[src/verilog/cmr_regs.svh]
// Register map, field positions, reset values and bus timing counts
// for the mode-request control block. Included by the recessive counter, top and bench.
// Contract
// - Sleep is entered only when not receiving and all transmit buffers are empty
// - Writing 1 to sleep_request bit 1 requests sleep; 0 keeps running
// - sleep_request cannot be set while wake_interrupt_flag is set
// - Sleep lasts until CPU clears request, or wake activity clears it
// - CPU clear of sleep_request ignored until request and acknowledge both 1
// - Setting init_request bit 0 aborts traffic and drops bus synchronisation
// - Entry into initialisation is shown by init_acknowledge
// - Initialisation entry resets control zero, flags, enables, abort and select registers; code keeps wake_enable and sleep_request
// - Transmitter and receiver status bits keep their values in initialisation
// - Control one, timing and acceptance registers writable only in initialisation
// - After init exit, resync on 11 recessive bits, or 128 times that when bus-off
// - CPU clear of init_request ignored until request and acknowledge both 1
// - Transmit pin forced recessive at once on initialisation request
// - Transmit pin forced recessive at once on stop, or wait with stop_in_wait
// - received_frame_flag is set only in normal mode
// - Clearing sleep_request also clears sleep_acknowledge
// - Initialisation is active only while request and acknowledge are both 1
// - Transmit pin low is dominant, high is recessive
`ifndef CMR_REGS_SVH
`define CMR_REGS_SVH
// Word indices; byte address is four times the index
`define CMR_IX_CTL0 6'h00
`define CMR_IX_CTL1 6'h01
`define CMR_IX_BTR0 6'h02
`define CMR_IX_BTR1 6'h03
`define CMR_IX_IDAC 6'h04
`define CMR_IX_RFLG 6'h05
`define CMR_IX_RIER 6'h06
`define CMR_IX_TFLG 6'h07
`define CMR_IX_TIER 6'h08
`define CMR_IX_TARQ 6'h09
`define CMR_IX_TAAK 6'h0a
`define CMR_IX_TBSEL 6'h0b
`define CMR_IX_ACC 6'h10
// Field positions in bus_control_zero; the last is wake_interrupt_flag in the receive flags
`define CMR_B_RECEIVED_FRAME_FLAG 7
`define CMR_B_RXACT 6
`define CMR_B_STOP_IN_WAIT 5
`define CMR_B_SYNCH 4
`define CMR_B_TIME 3
`define CMR_B_WAKE_ENABLE 2
`define CMR_B_SLEEP_REQUEST 1
`define CMR_B_INIT_REQUEST 0
`define CMR_B_WAKE_INTERRUPT_FLAG 7
// Reset values
`define CMR_RST_CTL1 6'h00
`define CMR_RST_TFLG 3'h7
`define CMR_RST_BYTE 8'h00
// Resynchronisation counts
`define CMR_RECESSIVE_BITS 4'ha
`define CMR_BUSOFF_RUNS 7'h7f
`endif

[src/verilog/cmr_pkg.sv]
// Types shared by the mode-request control block.
// Assumes a classic Wishbone master with 8-bit address and 32-bit data.
package cmr_pkg;
  typedef enum logic [1:0] {ST_INIT, ST_RESYNC, ST_RUN} cmr_state_e;

  // Wishbone request bundle
  typedef struct packed {
    logic        cyc;
    logic        stb;
    logic        we;
    logic [3:0]  sel;
    logic [7:0]  adr;
    logic [31:0] dat;
  } cmr_wb_req_s;

  // Status from the rest of the controller, same clock
  typedef struct packed {
    logic       receiving;
    logic       tx_empty;
    logic       bus_off;
    logic       bit_tick;
    logic       frame_ok;
    logic       tx_bit;
    logic [2:0] tflg_set;
    logic [3:0] err_status;
  } cmr_core_s;
endpackage : cmr_pkg

[src/verilog/cmr_recessive_counter.sv]
// Counts runs of recessive bits at the sample tick for bus resync.
// Assumes i_rx is already synchronised and i_tick is one cycle per bit.
`timescale 1ns/1ps
`include "cmr_regs.svh"
module cmr_recessive_counter (
  input  wire logic i_clk,
  input  wire logic i_rst,
  input  wire logic i_run,
  input  wire logic i_bus_off,
  input  wire logic i_tick,
  input  wire logic i_rx,
  output logic      o_done
);
  logic [3:0] bits;
  logic [6:0] runs;
  logic       run_end;

  assign run_end = i_tick && i_rx && (bits == `CMR_RECESSIVE_BITS);

  // Bit and run counters; a dominant bit restarts the current run
  always_ff @(posedge i_clk or posedge i_rst)
  begin
    if (i_rst)
    begin
      bits   <= 4'h0;
      runs   <= 7'h00;
      o_done <= 1'b0;
    end
    else if (!i_run)
    begin
      bits   <= 4'h0;
      runs   <= 7'h00;
      o_done <= 1'b0;
    end
    else if (i_tick)
    begin
      bits   <= (!i_rx || run_end) ? 4'h0 : bits + 4'h1;
      runs   <= run_end ? runs + 7'h01 : runs;
      o_done <= run_end && (!i_bus_off || runs == `CMR_BUSOFF_RUNS);
    end
    else
    begin
      o_done <= 1'b0;
    end
  end
endmodule : cmr_recessive_counter

[src/verilog/cmr_top.sv]
// Sleep and initialisation mode handshake with its register file.
// Assumes a classic Wishbone master and a bit-timing core on the same clock.
`timescale 1ns/1ps
`include "cmr_regs.svh"
module cmr_top (
  input  wire logic                 I_CORE_CLK,
  input  wire logic                 I_RESET,
  input  wire cmr_pkg::cmr_wb_req_s I_WB,
  input  wire cmr_pkg::cmr_core_s   I_CORE,
  input  wire logic                 I_RX,
  input  wire logic                 I_CPU_STOP,
  input  wire logic                 I_CPU_WAIT,
  output logic                      O_WB_ACK,
  output logic [31:0]               O_WB_DAT,
  output logic                      O_TX,
  output logic                      O_ABORT,
  output logic                      O_SYNCH,
  output logic                      O_INIT_ACTIVE,
  output logic                      O_SLEEP_ACTIVE
);
  cmr_pkg::cmr_state_e state;
  cmr_pkg::cmr_state_e next_state;
  logic       rx_meta;
  logic       rx_s;
  logic       received_frame_flag;
  logic       rxact;
  logic       stop_in_wait;
  logic       time_en;
  logic       wake_enable;
  logic       sleep_request;
  logic       init_request;
  logic       sleep_acknowledge;
  logic       init_acknowledge;
  logic [5:0] ctl1_cfg;
  logic [7:0] btr0;
  logic [7:0] btr1;
  logic [7:0] idac;
  logic [7:0] acc [0:15];
  logic       wake_interrupt_flag;
  logic [1:0] rflg_lo;
  logic [7:0] rier;
  logic [2:0] tflg;
  logic [7:0] tier;
  logic [2:0] tarq;
  logic [2:0] taak;
  logic [2:0] tbsel;
  logic       req;
  logic       wr;
  logic [5:0] ix;
  logic [7:0] wd;
  logic       init_active;
  logic       ctl0_open;
  logic       wake;
  logic       normal;
  logic       resync_done;
  logic       force_rec;
  logic [7:0] next_rd;

  // Bus decode: one request per ack, data on byte lane 0
  assign req = I_WB.cyc && I_WB.stb && !O_WB_ACK;
  assign wr  = req && I_WB.we && I_WB.sel[0];
  assign ix  = I_WB.adr[7:2];
  assign wd  = I_WB.dat[7:0];

  assign init_active = init_request && init_acknowledge;
  assign ctl0_open   = !init_request && !init_acknowledge;
  assign wake        = sleep_request && sleep_acknowledge && wake_enable && !rx_s;
  assign normal      = (state == cmr_pkg::ST_RUN) && !sleep_acknowledge;

  // Receive pin synchroniser; only the second stage is used
  always_ff @(posedge I_CORE_CLK or posedge I_RESET)
  begin
    if (I_RESET)
    begin
      rx_meta <= 1'b1;
      rx_s    <= 1'b1;
    end
    else
    begin
      rx_meta <= I_RX;
      rx_s    <= rx_meta;
    end
  end

  // Wishbone answer: ack one cycle after the strobe, dropped next cycle
  always_ff @(posedge I_CORE_CLK or posedge I_RESET)
  begin
    if (I_RESET)
    begin
      O_WB_ACK <= 1'b0;
      O_WB_DAT <= 32'h0000_0000;
    end
    else
    begin
      O_WB_ACK <= req;
      O_WB_DAT <= req ? {24'h00_0000, next_rd} : 32'h0000_0000;
    end
  end

  // Read multiplexer; unmapped words read zero
  always_comb
  begin
    next_rd = 8'h00;
    if (ix == `CMR_IX_CTL0)
      next_rd = {received_frame_flag, rxact, stop_in_wait, O_SYNCH, time_en, wake_enable, sleep_request, init_request};
    else if (ix == `CMR_IX_CTL1)
      next_rd = {ctl1_cfg, sleep_acknowledge, init_acknowledge};
    else if (ix == `CMR_IX_BTR0)
      next_rd = btr0;
    else if (ix == `CMR_IX_BTR1)
      next_rd = btr1;
    else if (ix == `CMR_IX_IDAC)
      next_rd = idac;
    else if (ix == `CMR_IX_RFLG)
      next_rd = {wake_interrupt_flag, rflg_lo[1], I_CORE.err_status, 1'b0, rflg_lo[0]};
    else if (ix == `CMR_IX_RIER)
      next_rd = rier;
    else if (ix == `CMR_IX_TFLG)
      next_rd = {5'h00, tflg};
    else if (ix == `CMR_IX_TIER)
      next_rd = tier;
    else if (ix == `CMR_IX_TARQ)
      next_rd = {5'h00, tarq};
    else if (ix == `CMR_IX_TAAK)
      next_rd = {5'h00, taak};
    else if (ix == `CMR_IX_TBSEL)
      next_rd = {5'h00, tbsel};
    else if (ix[5:4] == 2'h1)
      next_rd = acc[ix[3:0]];
  end

  // Init request: set any time, clear only once acknowledged
  always_ff @(posedge I_CORE_CLK or posedge I_RESET)
  begin
    if (I_RESET)
      init_request <= 1'b1;
    else if (wr && ix == `CMR_IX_CTL0)
    begin
      if (wd[`CMR_B_INIT_REQUEST])
        init_request <= 1'b1;
      else if (init_active)
        init_request <= 1'b0;
    end
  end

  // Init acknowledge follows the request one cycle later
  always_ff @(posedge I_CORE_CLK or posedge I_RESET)
  begin
    if (I_RESET)
      init_acknowledge <= 1'b1;
    else
      init_acknowledge <= init_request;
  end

  // Sleep request; wake activity clears it, a pending wake flag blocks it
  always_ff @(posedge I_CORE_CLK or posedge I_RESET)
  begin
    if (I_RESET)
      sleep_request <= 1'b0;
    else if (wake)
      sleep_request <= 1'b0;
    else if (wr && ix == `CMR_IX_CTL0 && ctl0_open)
    begin
      if (wd[`CMR_B_SLEEP_REQUEST] && !wake_interrupt_flag)
        sleep_request <= 1'b1;
      else if (!wd[`CMR_B_SLEEP_REQUEST] && sleep_acknowledge)
        sleep_request <= 1'b0;
    end
  end

  // Sleep acknowledge waits for an idle bus
  always_ff @(posedge I_CORE_CLK or posedge I_RESET)
  begin
    if (I_RESET)
      sleep_acknowledge <= 1'b0;
    else if (!sleep_request || wake)
      sleep_acknowledge <= 1'b0;
    else if (!I_CORE.receiving && I_CORE.tx_empty)
      sleep_acknowledge <= 1'b1;
  end

  // Remaining control zero bits, all but wake_enable held reset while init is active
  always_ff @(posedge I_CORE_CLK or posedge I_RESET)
  begin
    if (I_RESET)
    begin
      received_frame_flag   <= 1'b0;
      rxact   <= 1'b0;
      stop_in_wait   <= 1'b0;
      time_en <= 1'b0;
      wake_enable    <= 1'b0;
    end
    else
    begin
      rxact <= I_CORE.receiving && !init_active;
      if (wr && ix == `CMR_IX_CTL0 && ctl0_open)
        wake_enable <= wd[`CMR_B_WAKE_ENABLE];
      if (init_active)
      begin
        received_frame_flag   <= 1'b0;
        stop_in_wait   <= 1'b0;
        time_en <= 1'b0;
      end
      else
      begin
        // Set beats a simultaneous write-one clear
        if (I_CORE.frame_ok && normal)
          received_frame_flag <= 1'b1;
        else if (wr && ix == `CMR_IX_CTL0 && wd[`CMR_B_RECEIVED_FRAME_FLAG])
          received_frame_flag <= 1'b0;
        if (wr && ix == `CMR_IX_CTL0 && ctl0_open)
        begin
          stop_in_wait   <= wd[`CMR_B_STOP_IN_WAIT];
          time_en <= wd[`CMR_B_TIME];
        end
      end
    end
  end

  // Configuration registers, writable only in initialisation
  always_ff @(posedge I_CORE_CLK or posedge I_RESET)
  begin
    if (I_RESET)
    begin
      ctl1_cfg <= `CMR_RST_CTL1;
      btr0     <= `CMR_RST_BYTE;
      btr1     <= `CMR_RST_BYTE;
      idac     <= `CMR_RST_BYTE;
    end
    else if (wr && init_active)
    begin
      if (ix == `CMR_IX_CTL1)
        ctl1_cfg <= wd[7:2];
      else if (ix == `CMR_IX_BTR0)
        btr0 <= wd;
      else if (ix == `CMR_IX_BTR1)
        btr1 <= wd;
      else if (ix == `CMR_IX_IDAC)
        idac <= wd;
    end
  end

  // Acceptance code and mask bytes, one entry per word
  genvar g;
  generate
    for (g = 0; g < 16; g++)
    begin : g_acc
      always_ff @(posedge I_CORE_CLK or posedge I_RESET)
      begin
        if (I_RESET)
          acc[g] <= `CMR_RST_BYTE;
        else if (wr && init_active && ix == `CMR_IX_ACC + 6'(g))
          acc[g] <= wd;
      end
    end
  endgenerate

  // Flag and enable registers; status bits live outside and are untouched
  always_ff @(posedge I_CORE_CLK or posedge I_RESET)
  begin
    if (I_RESET)
    begin
      wake_interrupt_flag   <= 1'b0;
      rflg_lo <= 2'h0;
      rier    <= `CMR_RST_BYTE;
      tflg    <= `CMR_RST_TFLG;
      tier    <= `CMR_RST_BYTE;
      tarq    <= 3'h0;
      taak    <= 3'h0;
      tbsel   <= 3'h0;
    end
    else if (init_active)
    begin
      wake_interrupt_flag   <= 1'b0;
      rflg_lo <= 2'h0;
      rier    <= `CMR_RST_BYTE;
      tflg    <= `CMR_RST_TFLG;
      tier    <= `CMR_RST_BYTE;
      tarq    <= 3'h0;
      taak    <= 3'h0;
      tbsel   <= 3'h0;
    end
    else
    begin
      if (wake)
        wake_interrupt_flag <= 1'b1;
      else if (wr && ix == `CMR_IX_RFLG && wd[`CMR_B_WAKE_INTERRUPT_FLAG])
        wake_interrupt_flag <= 1'b0;
      if (wr && ix == `CMR_IX_RFLG)
        rflg_lo <= rflg_lo & ~{wd[6], wd[0]};
      // Empty flags: hardware set wins over write-one clear
      tflg <= I_CORE.tflg_set | (tflg & ~((wr && ix == `CMR_IX_TFLG) ? wd[2:0] : 3'h0));
      taak <= taak | (tarq & I_CORE.tflg_set);
      if (wr && ix == `CMR_IX_TARQ)
        tarq <= wd[2:0] & ~I_CORE.tflg_set;
      else
        tarq <= tarq & ~I_CORE.tflg_set;
      if (wr && ix == `CMR_IX_RIER)
        rier <= wd;
      if (wr && ix == `CMR_IX_TIER)
        tier <= wd;
      if (wr && ix == `CMR_IX_TBSEL)
        tbsel <= wd[2:0];
    end
  end

  // Mode sequence: init, wait for recessive runs, then synchronised
  always_comb
  begin
    next_state = state;
    case (state)
      cmr_pkg::ST_INIT:
        if (!init_request && !init_acknowledge)
          next_state = cmr_pkg::ST_RESYNC;
      cmr_pkg::ST_RESYNC:
        if (resync_done)
          next_state = cmr_pkg::ST_RUN;
      default:
        next_state = state;
    endcase
    if (init_request)
      next_state = cmr_pkg::ST_INIT;
  end

  always_ff @(posedge I_CORE_CLK or posedge I_RESET)
  begin
    if (I_RESET)
      state <= cmr_pkg::ST_INIT;
    else
      state <= next_state;
  end

  cmr_recessive_counter u_resync (
    .i_clk     (I_CORE_CLK),
    .i_rst     (I_RESET),
    .i_run     (state == cmr_pkg::ST_RESYNC),
    .i_bus_off (I_CORE.bus_off),
    .i_tick    (I_CORE.bit_tick),
    .i_rx      (rx_s),
    .o_done    (resync_done)
  );

  // Forcing is taken from the write itself so the pin never lags the request
  assign force_rec = init_request || (wr && ix == `CMR_IX_CTL0 && wd[`CMR_B_INIT_REQUEST])
                  || I_CPU_STOP || (I_CPU_WAIT && stop_in_wait);

  // Pin and mode outputs, all registered
  always_ff @(posedge I_CORE_CLK or posedge I_RESET)
  begin
    if (I_RESET)
    begin
      O_TX           <= 1'b1;
      O_ABORT        <= 1'b1;
      O_SYNCH        <= 1'b0;
      O_INIT_ACTIVE  <= 1'b0;
      O_SLEEP_ACTIVE <= 1'b0;
    end
    else
    begin
      O_TX           <= (force_rec || next_state != cmr_pkg::ST_RUN) ? 1'b1 : I_CORE.tx_bit;
      O_ABORT        <= force_rec;
      O_SYNCH        <= next_state == cmr_pkg::ST_RUN;
      O_INIT_ACTIVE  <= init_request && init_acknowledge;
      O_SLEEP_ACTIVE <= sleep_request && sleep_acknowledge;
    end
  end
endmodule : cmr_top

[config.mk]
export PLATFORM = sky130hd
export DESIGN_NAME = cmr_top
export DESIGN_NICKNAME = d
export VERILOG_FILES = /design/src/verilog/cmr_pkg.sv /design/src/verilog/cmr_recessive_counter.sv /design/src/verilog/cmr_top.sv
export VERILOG_INCLUDE_DIRS = /design/src /design/src/verilog
export SDC_FILE = /design/constraint.sdc
export NUM_CORES = 1
export LEC_CHECK = 0
export ABC_AREA = 1
export BUFFER_PORTS_ARGS = -buffer_cell sky130_fd_sc_hd__buf_2
export CAP_MARGIN = 10
export CORE_AREA = 2 2 153 267
export DETAILED_ROUTE_END_ITERATION = 6
export DIE_AREA = 0 0 155 269
export MAX_ROUTING_LAYER = met4
export PLACE_DENSITY = 0.5
export SLEW_MARGIN = 40
export SYNTH_ARGS = -nofsm -noshare
export SYNTH_HDL_FRONTEND = slang
export SYNTH_SLANG_ARGS = --single-unit
[constraint.sdc]
create_clock -name I_CORE_CLK -period 6.7 [get_ports I_CORE_CLK]
set_input_delay 1.005 -clock I_CORE_CLK [delete_from_list [all_inputs] [get_ports I_CORE_CLK]]
set_output_delay 1.005 -clock I_CORE_CLK [all_outputs]
set_load 0.05 [all_outputs]
; ---- Word level (Yosys, flattened, before mapping)
; Index checks and enable logic that the tools add are counted.
[op_classes]
n_addsub = 2
n_lt_le_gt_ge = 1
n_eq_ne = 36
muxes = 61
bitwise = 14
n_reduce_logical = 85
[ops]
columns = op, n
row1 = two-way mux 8 bit, 20
row2 = "== test 6 x 5 -> 1 bit, second input constant", 16
row3 = logical AND 1 bit, 47
row4 = binary-select mux 8 bit (select 4 bit), 1
row5 = "== test 6 x 3 -> 1 bit, second input constant", 4
row6 = "== test 6 x 4 -> 1 bit, second input constant", 4
row7 = two-way mux 1 bit, 21
row8 = two-way mux 3 bit, 7
row9 = two-way mux 7 bit, 3
row10 = nonzero test 2 bit, 8
row11 = bitwise AND 3 bit, 4
row12 = "== test 6 x 2 -> 1 bit, second input constant", 2
row13 = two-way mux 4 bit, 3
row14 = logical NOT 1 bit, 11
row15 = two-way mux 2 bit, 5
row16 = nonzero test 3 bit, 3
row17 = AND reduction 2 bit, 4
row18 = "adder 7 x 1 -> 7 bit, second input constant", 1
row19 = "== test 7 bit, second input constant", 1
row20 = logical OR 1 bit, 7
row21 = "== test 6 x 1 -> 1 bit, second input constant", 1
row22 = logical NOT 6 bit, 1
row23 = "inequality test 2 bit, second input constant", 3
row24 = inverter 3 bit, 2
row25 = other kinds (15), 20
[word_totals]
register_bits = 228
in_bits = 65
output_inout_bits = 38

; ---- Longest topological paths before layout
; Gate-level depths: netlist of the first run.
[depth]
word_depth = 18
depth_mapped = 16
mapped_depth_nobuf = 15

; ---- Hierarchy
; Synthesis of the first run repeated with hierarchy kept, for this count alone.
[hier_totals]
hier_cells = 1250
hier_area_um2 = 10989.3
[by_module_without_submodules]
columns = mod, instances, cells_per_inst, area_per_inst_um2, seq_area_each_um2
row1 = cmr_top, 1, 1154, 10252.3, 5416.4
row2 = cmr_recessive_counter, 1, 96, 737.0, 300.3

; ---- Least setup slack after synthesis of the first run
; OpenSTA, ideal clock, no wires.
[synth_timing]
kind = input port to flip-flop
from = input port I_WB[46] (netlist name)
to = register btr0[0]
arrival_time_ns = 2.258
t_required_ns = 6.566
slack_ns = 4.308
path_stages = 10
n_path_buf = 1
cell_sequence = nand2_1 -> nor2_4 -> nand3_2 -> nor2_4 -> inv_4 -> nor2_2 -> nand4_2 -> buf_2 -> nand2_1 -> o21ai_0
[synth_between]
elab_chain_cells = 6
[synth_rtl]
columns = item, line_no
row1 = "start, declared", cmr_top.sv:8  ; input wire cmr_pkg::cmr_wb_req_s I_WB,
row2 = logical AND 1 bit (2 in a row), cmr_top.sv:60  ; assign req = I_WB.cyc && I_WB.stb && !O_WB_ACK;
row3 = via req, cmr_top.sv:47  ; logic req;
row4 = logical AND 1 bit (2 in a row), cmr_top.sv:61  ; assign wr = req && I_WB.we && I_WB.sel[0];
row5 = logical AND 1 bit, cmr_top.sv:230  ; else if (wr && init_active)
row6 = AND reduction 3 bit (no line), -
row7 = "end signal, assigned", cmr_top.sv:226  ; btr0 <= `CMR_RST_BYTE;
row8 = "end signal, assigned", cmr_top.sv:235  ; btr0 <= wd;
row9 = "end, declared", cmr_top.sv:35  ; logic [7:0] btr0;
; The timed path passes the listed nets, and every way through them passes these cells.
; A chain may end at the register's enable or synchronous reset.

; ---- Worst setup path in the final report of the first run
[layout_timing]
from = input port I_WB[34] (netlist name)
to = register idac[4]
[layout_between]
elab_chain_cells = 3
word_cells_on_any_way = 8
[layout_rtl]
columns = item, line_no
row1 = == test 6 x 2 -> 1 bit (no line) / == test 6 x 1 -> 1 bit (equally long branches), -
row2 = inverter 1 bit (no line), -
row3 = AND reduction 5 bit (no line) (*), -
row4 = "end signal, assigned", cmr_top.sv:228  ; idac <= `CMR_RST_BYTE;
row5 = "end signal, assigned", cmr_top.sv:239  ; idac <= wd;
row6 = "end, declared", cmr_top.sv:37  ; logic [7:0] idac;
; Mark *: on every way between the ends. The rest lies on a longest branch, timed or not.

==> results_tabular.tex, run 1 <==
\begin{tabular}{lr}
\hline
Metric & Value \\
\hline
\multicolumn{2}{l}{\textbf{Detailed routing}} \\
Total via count after detailed routing & 8,447 \\
Drt initial violations & 588 \\
Routed wire length & 30,990 um \\
Total iterations of the first detailed-routing run & 5 \\
Routed length per instance & around 17 um \\
Via-per-instance ratio & 4.754 \\
Count of nets left with antenna violations after detail routing & 0 \\
Residual DRC count & 0 \\
\multicolumn{2}{l}{\textbf{STA}} \\
Final hold violation count & 0 \\
Clk\_skew & 11.96 ps \\
Setup repair after global routing missed its margin & false \\
Time the worst path needs with I/O delays and setup & 3847 ps \\
Worst slew margin & 42.57\% \\
Sum of negative setup slack & 0 ps \\
Actual slew at the worst max-slew pin & 860.5 ps \\
Worst hold slack across all endpoints & 361.4 ps \\
Final critical-path share of the clock period & roughly 57\% \\
Fmax & 259.9 MHz \\
Number of endpoints failing setup at the final stage & 0 \\
Max-slew violation count & 0 \\
Worst Setup Slack, final & approximately 2900 ps \\
\multicolumn{2}{l}{\textbf{Floorplanning}} \\
Die Outline Area & 0.04170 sq mm \\
Height of the die & roughly 270 um \\
Placeable core region & 0.03969 sq mm \\
I/O pin count & 103 \\
Starting Density & approximately a quarter \\
Die width & 155 um \\
Count of standard-cell rows & a little under 100 \\
\multicolumn{2}{l}{\textbf{Placed design}} \\
Post-Place Cells & 1,734 \\
Global placement routability congestion & 0.8866 \\
Post-placement worst setup slack & between 2000 and 2500 ps \\
Port Buf Inserts & 49 \\
Post-detailed-placement half-perimeter wirelength & between 20,000 and 25,000 um \\
\multicolumn{2}{l}{\textbf{Yosys}} \\
Fraction of the mapped netlist area in adder cells & 0.3551\% \\
Fraction of the mapped netlist area in simple logic gates & between 20\% and 30\% \\
Post-synth EDFFs & 0 \\
Part of the Yosys area used for sequential elements & 54.08\% \\
Area share of the largest cell type after synthesis & a little over 50\% \\
Share of the synthesized area in compound gates (AO/OA/AOI/OAI) & between 10\% and 20\% \\
Netlist Area Pre-Place & 0.01057 sq mm \\
Leading cell types by total area after synthesis & dfrtp\_1 (52\%), nand2\_1 (13\%), o21ai\_0 (5.2\%), a21oi\_1 (4.0\%), o21ai\_1 (3.0\%) \\
Number of synthesized register bits & 228 \\
Synth async-reset ratio & 100.0\% \\
Ys flop type & dfrtp\_1 \\
Number of different library cells in the post-synthesis netlist & 42 \\
Area share of xor/xnor cells in the synthesized design & less than 1\% \\
Yosys top cell by area & dfrtp\_1 \\
Combinational family with the most area after synthesis & simple AND/OR/NAND/NOR gates \\
Post-synthesis area per instance & 8.538 sq um \\
Cell with the most instances after synthesis & nand2\_1 \\
Count of synthesis-stage warnings from yosys & 0 \\
Gate count after technology mapping & 1,238 \\
Multiplexer share of the synthesized area & 0\% \\
Commonest cells post-synth & nand2\_1 (379), dfrtp\_1 (219), o21ai\_0 (109), a21oi\_1 (84), nor2\_1 (74) \\
\multicolumn{2}{l}{\textbf{Setup path}} \\
Worst path most repeated cell & nand2\_1 \\
Arrival time of the worst setup path & around 4300 ps \\
Category of the worst setup path launch point & input port \\
Slowest stage cell on the critical path & nor2\_2 \\
Critical path cell sequence & buf\_2 > inv\_2 > nor2\_2 > buf\_4 > nand2\_1 > nor2\_4 > nor2\_2 > nand2\_1 > nand2\_1 > o21ai\_1 \\
Setup CP Type & in2reg \\
Setup crit end kind & flop \\
Delay of the slowest critical-path stage & between 600 and 700 ps \\
Buf/Inv on CP & 3 \\
Kind of cell adding the most delay to the critical path & simple AND/OR/NAND/NOR gates \\
Worst EP required & 7140 ps \\
Critical path fanouts, max & 30 \\
\multicolumn{2}{l}{\textbf{Worst hold path}} \\
Tightest Hold Check Type & reg2reg \\
\multicolumn{2}{l}{\textbf{Global route}} \\
GR Util All Layers & 15.46\% \\
Vias in the first global route & 8,237 \\
Maximum number of pins on one net before global-route repair & between 100 and 150 \\
Antenna violations before repair & 0 \\
Wire length of the first global-routing pass & about 48,000 um \\
Final global-route overflow total & 0 \\
\multicolumn{2}{l}{\textbf{Run}} \\
Number of max-cap violations & 0 \\
\multicolumn{2}{l}{\textbf{CTS}} \\
Resized Gates After CTS & 0 \\
TritonCTS clock tree & done \\
\# clock sinks & 228 \\
Hold Buf Count CTS & 0 \\
Insertion delay of the later-clocked pin in the worst-skew pair & 530 ps \\
H-tree lvl count & 1 \\
Number of buffers created by CTS & 22 \\
Cell at the root of the clock tree & clkbuf\_16 \\
Number of setup buffers added after CTS & 0 \\
Clock-pin slew reported for the worst setup and hold paths after clock tree synthesis & 70 ps \\
Buffers from clock root to sink, at most & 3 \\
\multicolumn{2}{l}{\textbf{Layout}} \\
Net count, final & roughly 1.3k \\
Diode insertion count for antenna repair & 0 \\
Layout-stage area growth over the synthesis result & 14.05\% \\
Fillers & 4,146 \\
Non-Filler Instances & 1,777 \\
Proportion of layout cells with a drive suffix above 1 & 13.26\% \\
\multicolumn{2}{l}{\textbf{Pwr}} \\
Highest ir drop seen on vdd & between 150 and 200 uV \\
Power per unit of standard cell area & 249.8 mW/mm\^{}2 \\
Static leakage & 5.609 nW \\
\multicolumn{2}{l}{\textbf{Status}} \\
Outcome & finished clean \\
\hline
\end{tabular}
layer usage:
metal | vias to the layer above | wire [um] | GRT usage [%]
li1 | 4099 | - | -
met1 | 4099 | 12420 | 17.60
met2 | 197 | 16490 | 28.00
met3 | 52 | 1021 | 1.318
met4 | 0 | 1066 | 6.106
met5 | - | 0 | -
layout make-up:
class	instances	area [sq um]	area share, %
flip-flops and latches	228	5717	47.42
clock buffers	28	634.4	5.262
repair buffers	62	410.4	3.404
inverters	74	284.0	2.356
multi-input cells	878	4243	35.19
clock inverters	12	147.6	1.225
well taps	495	619.3	5.138
worst register-to-register path, delay by kind of cell, from the launching register on:
kind,cells,cell delay (ps)
flip-flops,1,580
AND/OR/NAND/NOR,5,1750
buffers and inverters,1,160
AO/OA/AOI/OAI,1,90
where the power goes:
group / internal, mW / total (mW) / leakage, nW / switching (mW)
clock network: 0.789 / 1.36 / 0.384 / 0.572
registers: 1.41 / 1.43 / 3.10 / 0.0170
logic: 0.0461 / 0.224 / 2.13 / 0.178
cell usage in the layout (no fill, tap or decap), drive strengths merged:
| cell | n |
|---|---|
| bufinv | 3 |
| nor4 | 4 |
| o22ai | 10 |
| clkinvlp | 3 |
| o211ai | 1 |
| a21oi | 84 |
| ha | 3 |
| dfstp | 9 |
| buf | 62 |
| o21ai | 173 |
| a32o | 1 |
| nand2 | 380 |
| clkinv | 9 |
| nand3 | 22 |
| clkbuf | 28 |
| nand4 | 20 |
| a211oi | 4 |
| nor3b | 1 |
| xor2 | 1 |
| inv | 71 |
| nor2 | 88 |
| a21boi | 5 |
| nor3 | 10 |
| conb | 24 |
| or2 | 5 |
| a22oi | 40 |
| a31oi | 2 |
| dfrtp | 219 |
state kept, by name, summed over array words and instances (netlist names), 3 cells and up:
name           flops
O_WB_DAT           8
acc              128
btr0               8
btr1               8
ctl1_cfg           6
idac               8
rier               8
taak               3
tarq               3
tbsel              3
tflg               3
tier               8
u_resync.bits      4
u_resync.runs      7
logic make-up after synthesis:
kind of cell / after synthesis
adder cells (fa/ha/maj): 3
buffers and inverters: 155
flip-flops: 228
AND/OR/NAND/NOR: 530
other: 1
AO/OA/AOI/OAI: 320
XOR/XNOR: 1
path summary, 6_finish.rpt:
kind / startpoint / endpoint / slack (ps) / cells past startpoint
setup / recovery: I_WB[34] / idac[4] / 2850 / 10
hold / removal: rx_meta / rx_s / 360 / 0
setup reg to reg: init_request / acc[36] / 3980 / 7
hold reg to reg: rx_meta / rx_s / 360 / 0
max in group asynchronous: I_RESET / tbsel[1] / 5280 / 4
min in group asynchronous: I_RESET / acc[28] / 490 / 3
per-stage QoR:
| step | utilization, % | cell area, sq um | total power [mW] |
|---|---|---|---|
| 5_1_grt | 30.38 | 12060 | 3.124 |
| 3_3_place_gp | 28.09 | 11150 | 1.669 |
| 6_report | 30.38 | 12060 | 3.011 |
| 2_1_floorplan | - | 10660 | 1.609 |
| 4_1_cts | 30.32 | 12030 | 3.046 |
| 3_5_place_dp | 28.35 | 11250 | 1.678 |
Note: power is estimated with default switching activity, not from simulation.
==> run 2, diff against run 1 <==
PLACE_DENSITY = 0.48   (was 0.5)
clock period = 3.8 ns   (was 6.7 ns; I/O delays follow)
==> results_tabular.tex, run 2 (synthesis gave the netlist of run 1 again) <==
\begin{tabular}{lr}
\hline
Metric & Value \\
\hline
\multicolumn{2}{l}{\textbf{Pwr}} \\
Static leakage & 5.667 nW \\
Power per unit of standard cell area & 430.8 mW/mm\^{}2 \\
Highest ir drop seen on vdd & around 320 uV \\
\multicolumn{2}{l}{\textbf{Global route}} \\
Maximum number of pins on one net before global-route repair & 74 \\
GR Util All Layers & 15.77\% \\
Antenna violations before repair & 0 \\
Final global-route overflow total & 0 \\
Wire length of the first global-routing pass & a little under 50,000 um \\
Vias in the first global route & 8,418 \\
\multicolumn{2}{l}{\textbf{Setup path}} \\
Kind of cell adding the most delay to the critical path & simple AND/OR/NAND/NOR gates \\
Setup crit end kind & flop \\
Critical path fanouts, max & 16 \\
Arrival time of the worst setup path & 3070 ps \\
Slowest stage cell on the critical path & nand4\_1 \\
Total number of cells along the worst setup path & 4 \\
Buf/Inv on CP & 0 \\
Worst EP required & 4210 ps \\
FF-to-FF path depth & 4 \\
Delay of the slowest critical-path stage & 650 ps \\
Critical path cell sequence & nand2\_1 > nor2\_4 > nand4\_1 > o21ai\_0 \\
Category of the worst setup path launch point & flop \\
Setup CP Type & reg2reg \\
\multicolumn{2}{l}{\textbf{STA}} \\
Number of endpoints failing setup at the final stage & 0 \\
Setup repair after global routing missed its margin & false \\
Time the worst path needs with I/O delays and setup & roughly 2700 ps \\
Final critical-path share of the clock period & between 70\% and 80\% \\
Max-slew violation count & 0 \\
Final hold violation count & 0 \\
Worst slew margin & between 40\% and 50\% \\
Sum of negative setup slack & 0 ps \\
Clk\_skew & 30.76 ps \\
Actual slew at the worst max-slew pin & 821.5 ps \\
Worst Setup Slack, final & 1139 ps \\
Fmax & 375.8 MHz \\
\multicolumn{2}{l}{\textbf{CTS}} \\
Cell at the root of the clock tree & clkbuf\_16 \\
Insertion delay of the later-clocked pin in the worst-skew pair & 540 ps \\
\# clock sinks & 228 \\
H-tree lvl count & 1 \\
Number of setup buffers added after CTS & 0 \\
Number of buffers created by CTS & 22 \\
Clock-pin slew reported for the worst setup and hold paths after clock tree synthesis & approximately 60 ps \\
TritonCTS clock tree & done \\
Hold Buf Count CTS & 0 \\
Buffers from clock root to sink, at most & 3 \\
Resized Gates After CTS & 0 \\
\multicolumn{2}{l}{\textbf{Layout}} \\
Net count, final & around 1.4k \\
Commonest non-fill, non-tap cell in the layout & nand2\_1 \\
Diode insertion count for antenna repair & 0 \\
Fillers & 4,190 \\
Commonest cells after routing, fill and taps aside & nand2\_1 (379), dfrtp\_1 (219), o21ai\_0 (109) \\
Proportion of layout cells with a drive suffix above 1 & 13.65\% \\
Layout-stage area growth over the synthesis result & 14.86\% \\
Number of flip-flops under the largest register name & 128 \\
Reg with most FFs & acc \\
\multicolumn{2}{l}{\textbf{Detailed routing}} \\
Drt initial violations & 383 \\
Via-per-instance ratio & 4.678 \\
Routed length per instance & 17.50 um \\
Total iterations of the first detailed-routing run & 5 \\
Residual DRC count & 0 \\
Total via count after detailed routing & 8,383 \\
Count of nets left with antenna violations after detail routing & 0 \\
Routed wire length & between 30,000 and 40,000 um \\
\multicolumn{2}{l}{\textbf{Floorplanning}} \\
Count of standard-cell rows & 97 \\
Starting Density & a little over a quarter \\
Die width & 155 um \\
I/O pin count & 103 \\
Die Outline Area & 0.04170 sq mm \\
Placeable core region & around 0.04 sq mm \\
Height of the die & 269 um \\
\multicolumn{2}{l}{\textbf{Placed design}} \\
Post-placement worst setup slack & approximately 1000 ps \\
Post-detailed-placement half-perimeter wirelength & 22,540 um \\
Global placement routability congestion & 0.8224 \\
Port Buf Inserts & 49 \\
\multicolumn{2}{l}{\textbf{Status}} \\
Outcome & finished clean \\
\multicolumn{2}{l}{\textbf{Run}} \\
Number of max-cap violations & 0 \\
\multicolumn{2}{l}{\textbf{Worst hold path}} \\
Tightest Hold Check Type & in2async \\
\hline
\end{tabular}
==> run 2: worst register-to-register path, stage by stage, from the launching register on <==
cell and delay (ps):
dfstp_2 590, nand2_1 480, nor2_4 420, nand4_1 650
o21ai_0 400
==> run 2: worst paths after layout <==
kind	endpoint	slack (ps)	startpoint
hold reg to reg	rx_s	360	rx_meta
setup reg to reg	acc[106]	1140	init_request
hold / removal	btr1[0]	80	I_RESET
setup / recovery	acc[106]	1140	init_request
min in group I_CORE_CLK	rx_meta	130	I_RX
max in group asynchronous	acc[30]	3060	I_RESET
==> run 2: metrics by stage <==
step           area (sq um)  hold WS [ps]  power, mW  utilization [%]  instances
2_1_floorplan         10660         345.2      2.837                -       1261
3_3_place_gp          11340         347.9      2.965            28.56       1749
3_5_place_dp          11390         349.1      2.976            28.69       1751
4_1_cts               12130         75.86      5.299            30.55       1790
5_1_grt               12140         86.24      5.415            30.59       1792
6_report              12140         77.73      5.230            30.59       1792
==> run 2: layout make-up <==
type,instances,area (sq um),share of cell area (%)
Timing Repair Buffer,78,545.5,4.493
Sequential cell,228,5717,47.09
Clock inverter,6,116.4,0.9585
Clock buffer,33,621.8,5.122
Inverter,74,284.0,2.339
Multi-Input combinational cell,878,4237,34.90
Tap cell,495,619.3,5.102
==> run 2: power breakdown <==
part	switching, mW	internal, mW
Sequential	0.0301	2.48
Combinational	0.317	0.0930
Clock	0.968	1.34
Total	1.31	3.92
==> run 2: per-layer routing <==
layer | share of wire, % | vias to the layer above | global-route usage (%)
li1 | - | 4144 | -
met3 | 3.0 | 62 | 1.559
met4 | 4.4 | 0 | 6.932
met5 | 0 | - | -
met1 | 40 | 4003 | 17.74
met2 | 53 | 174 | 28.30
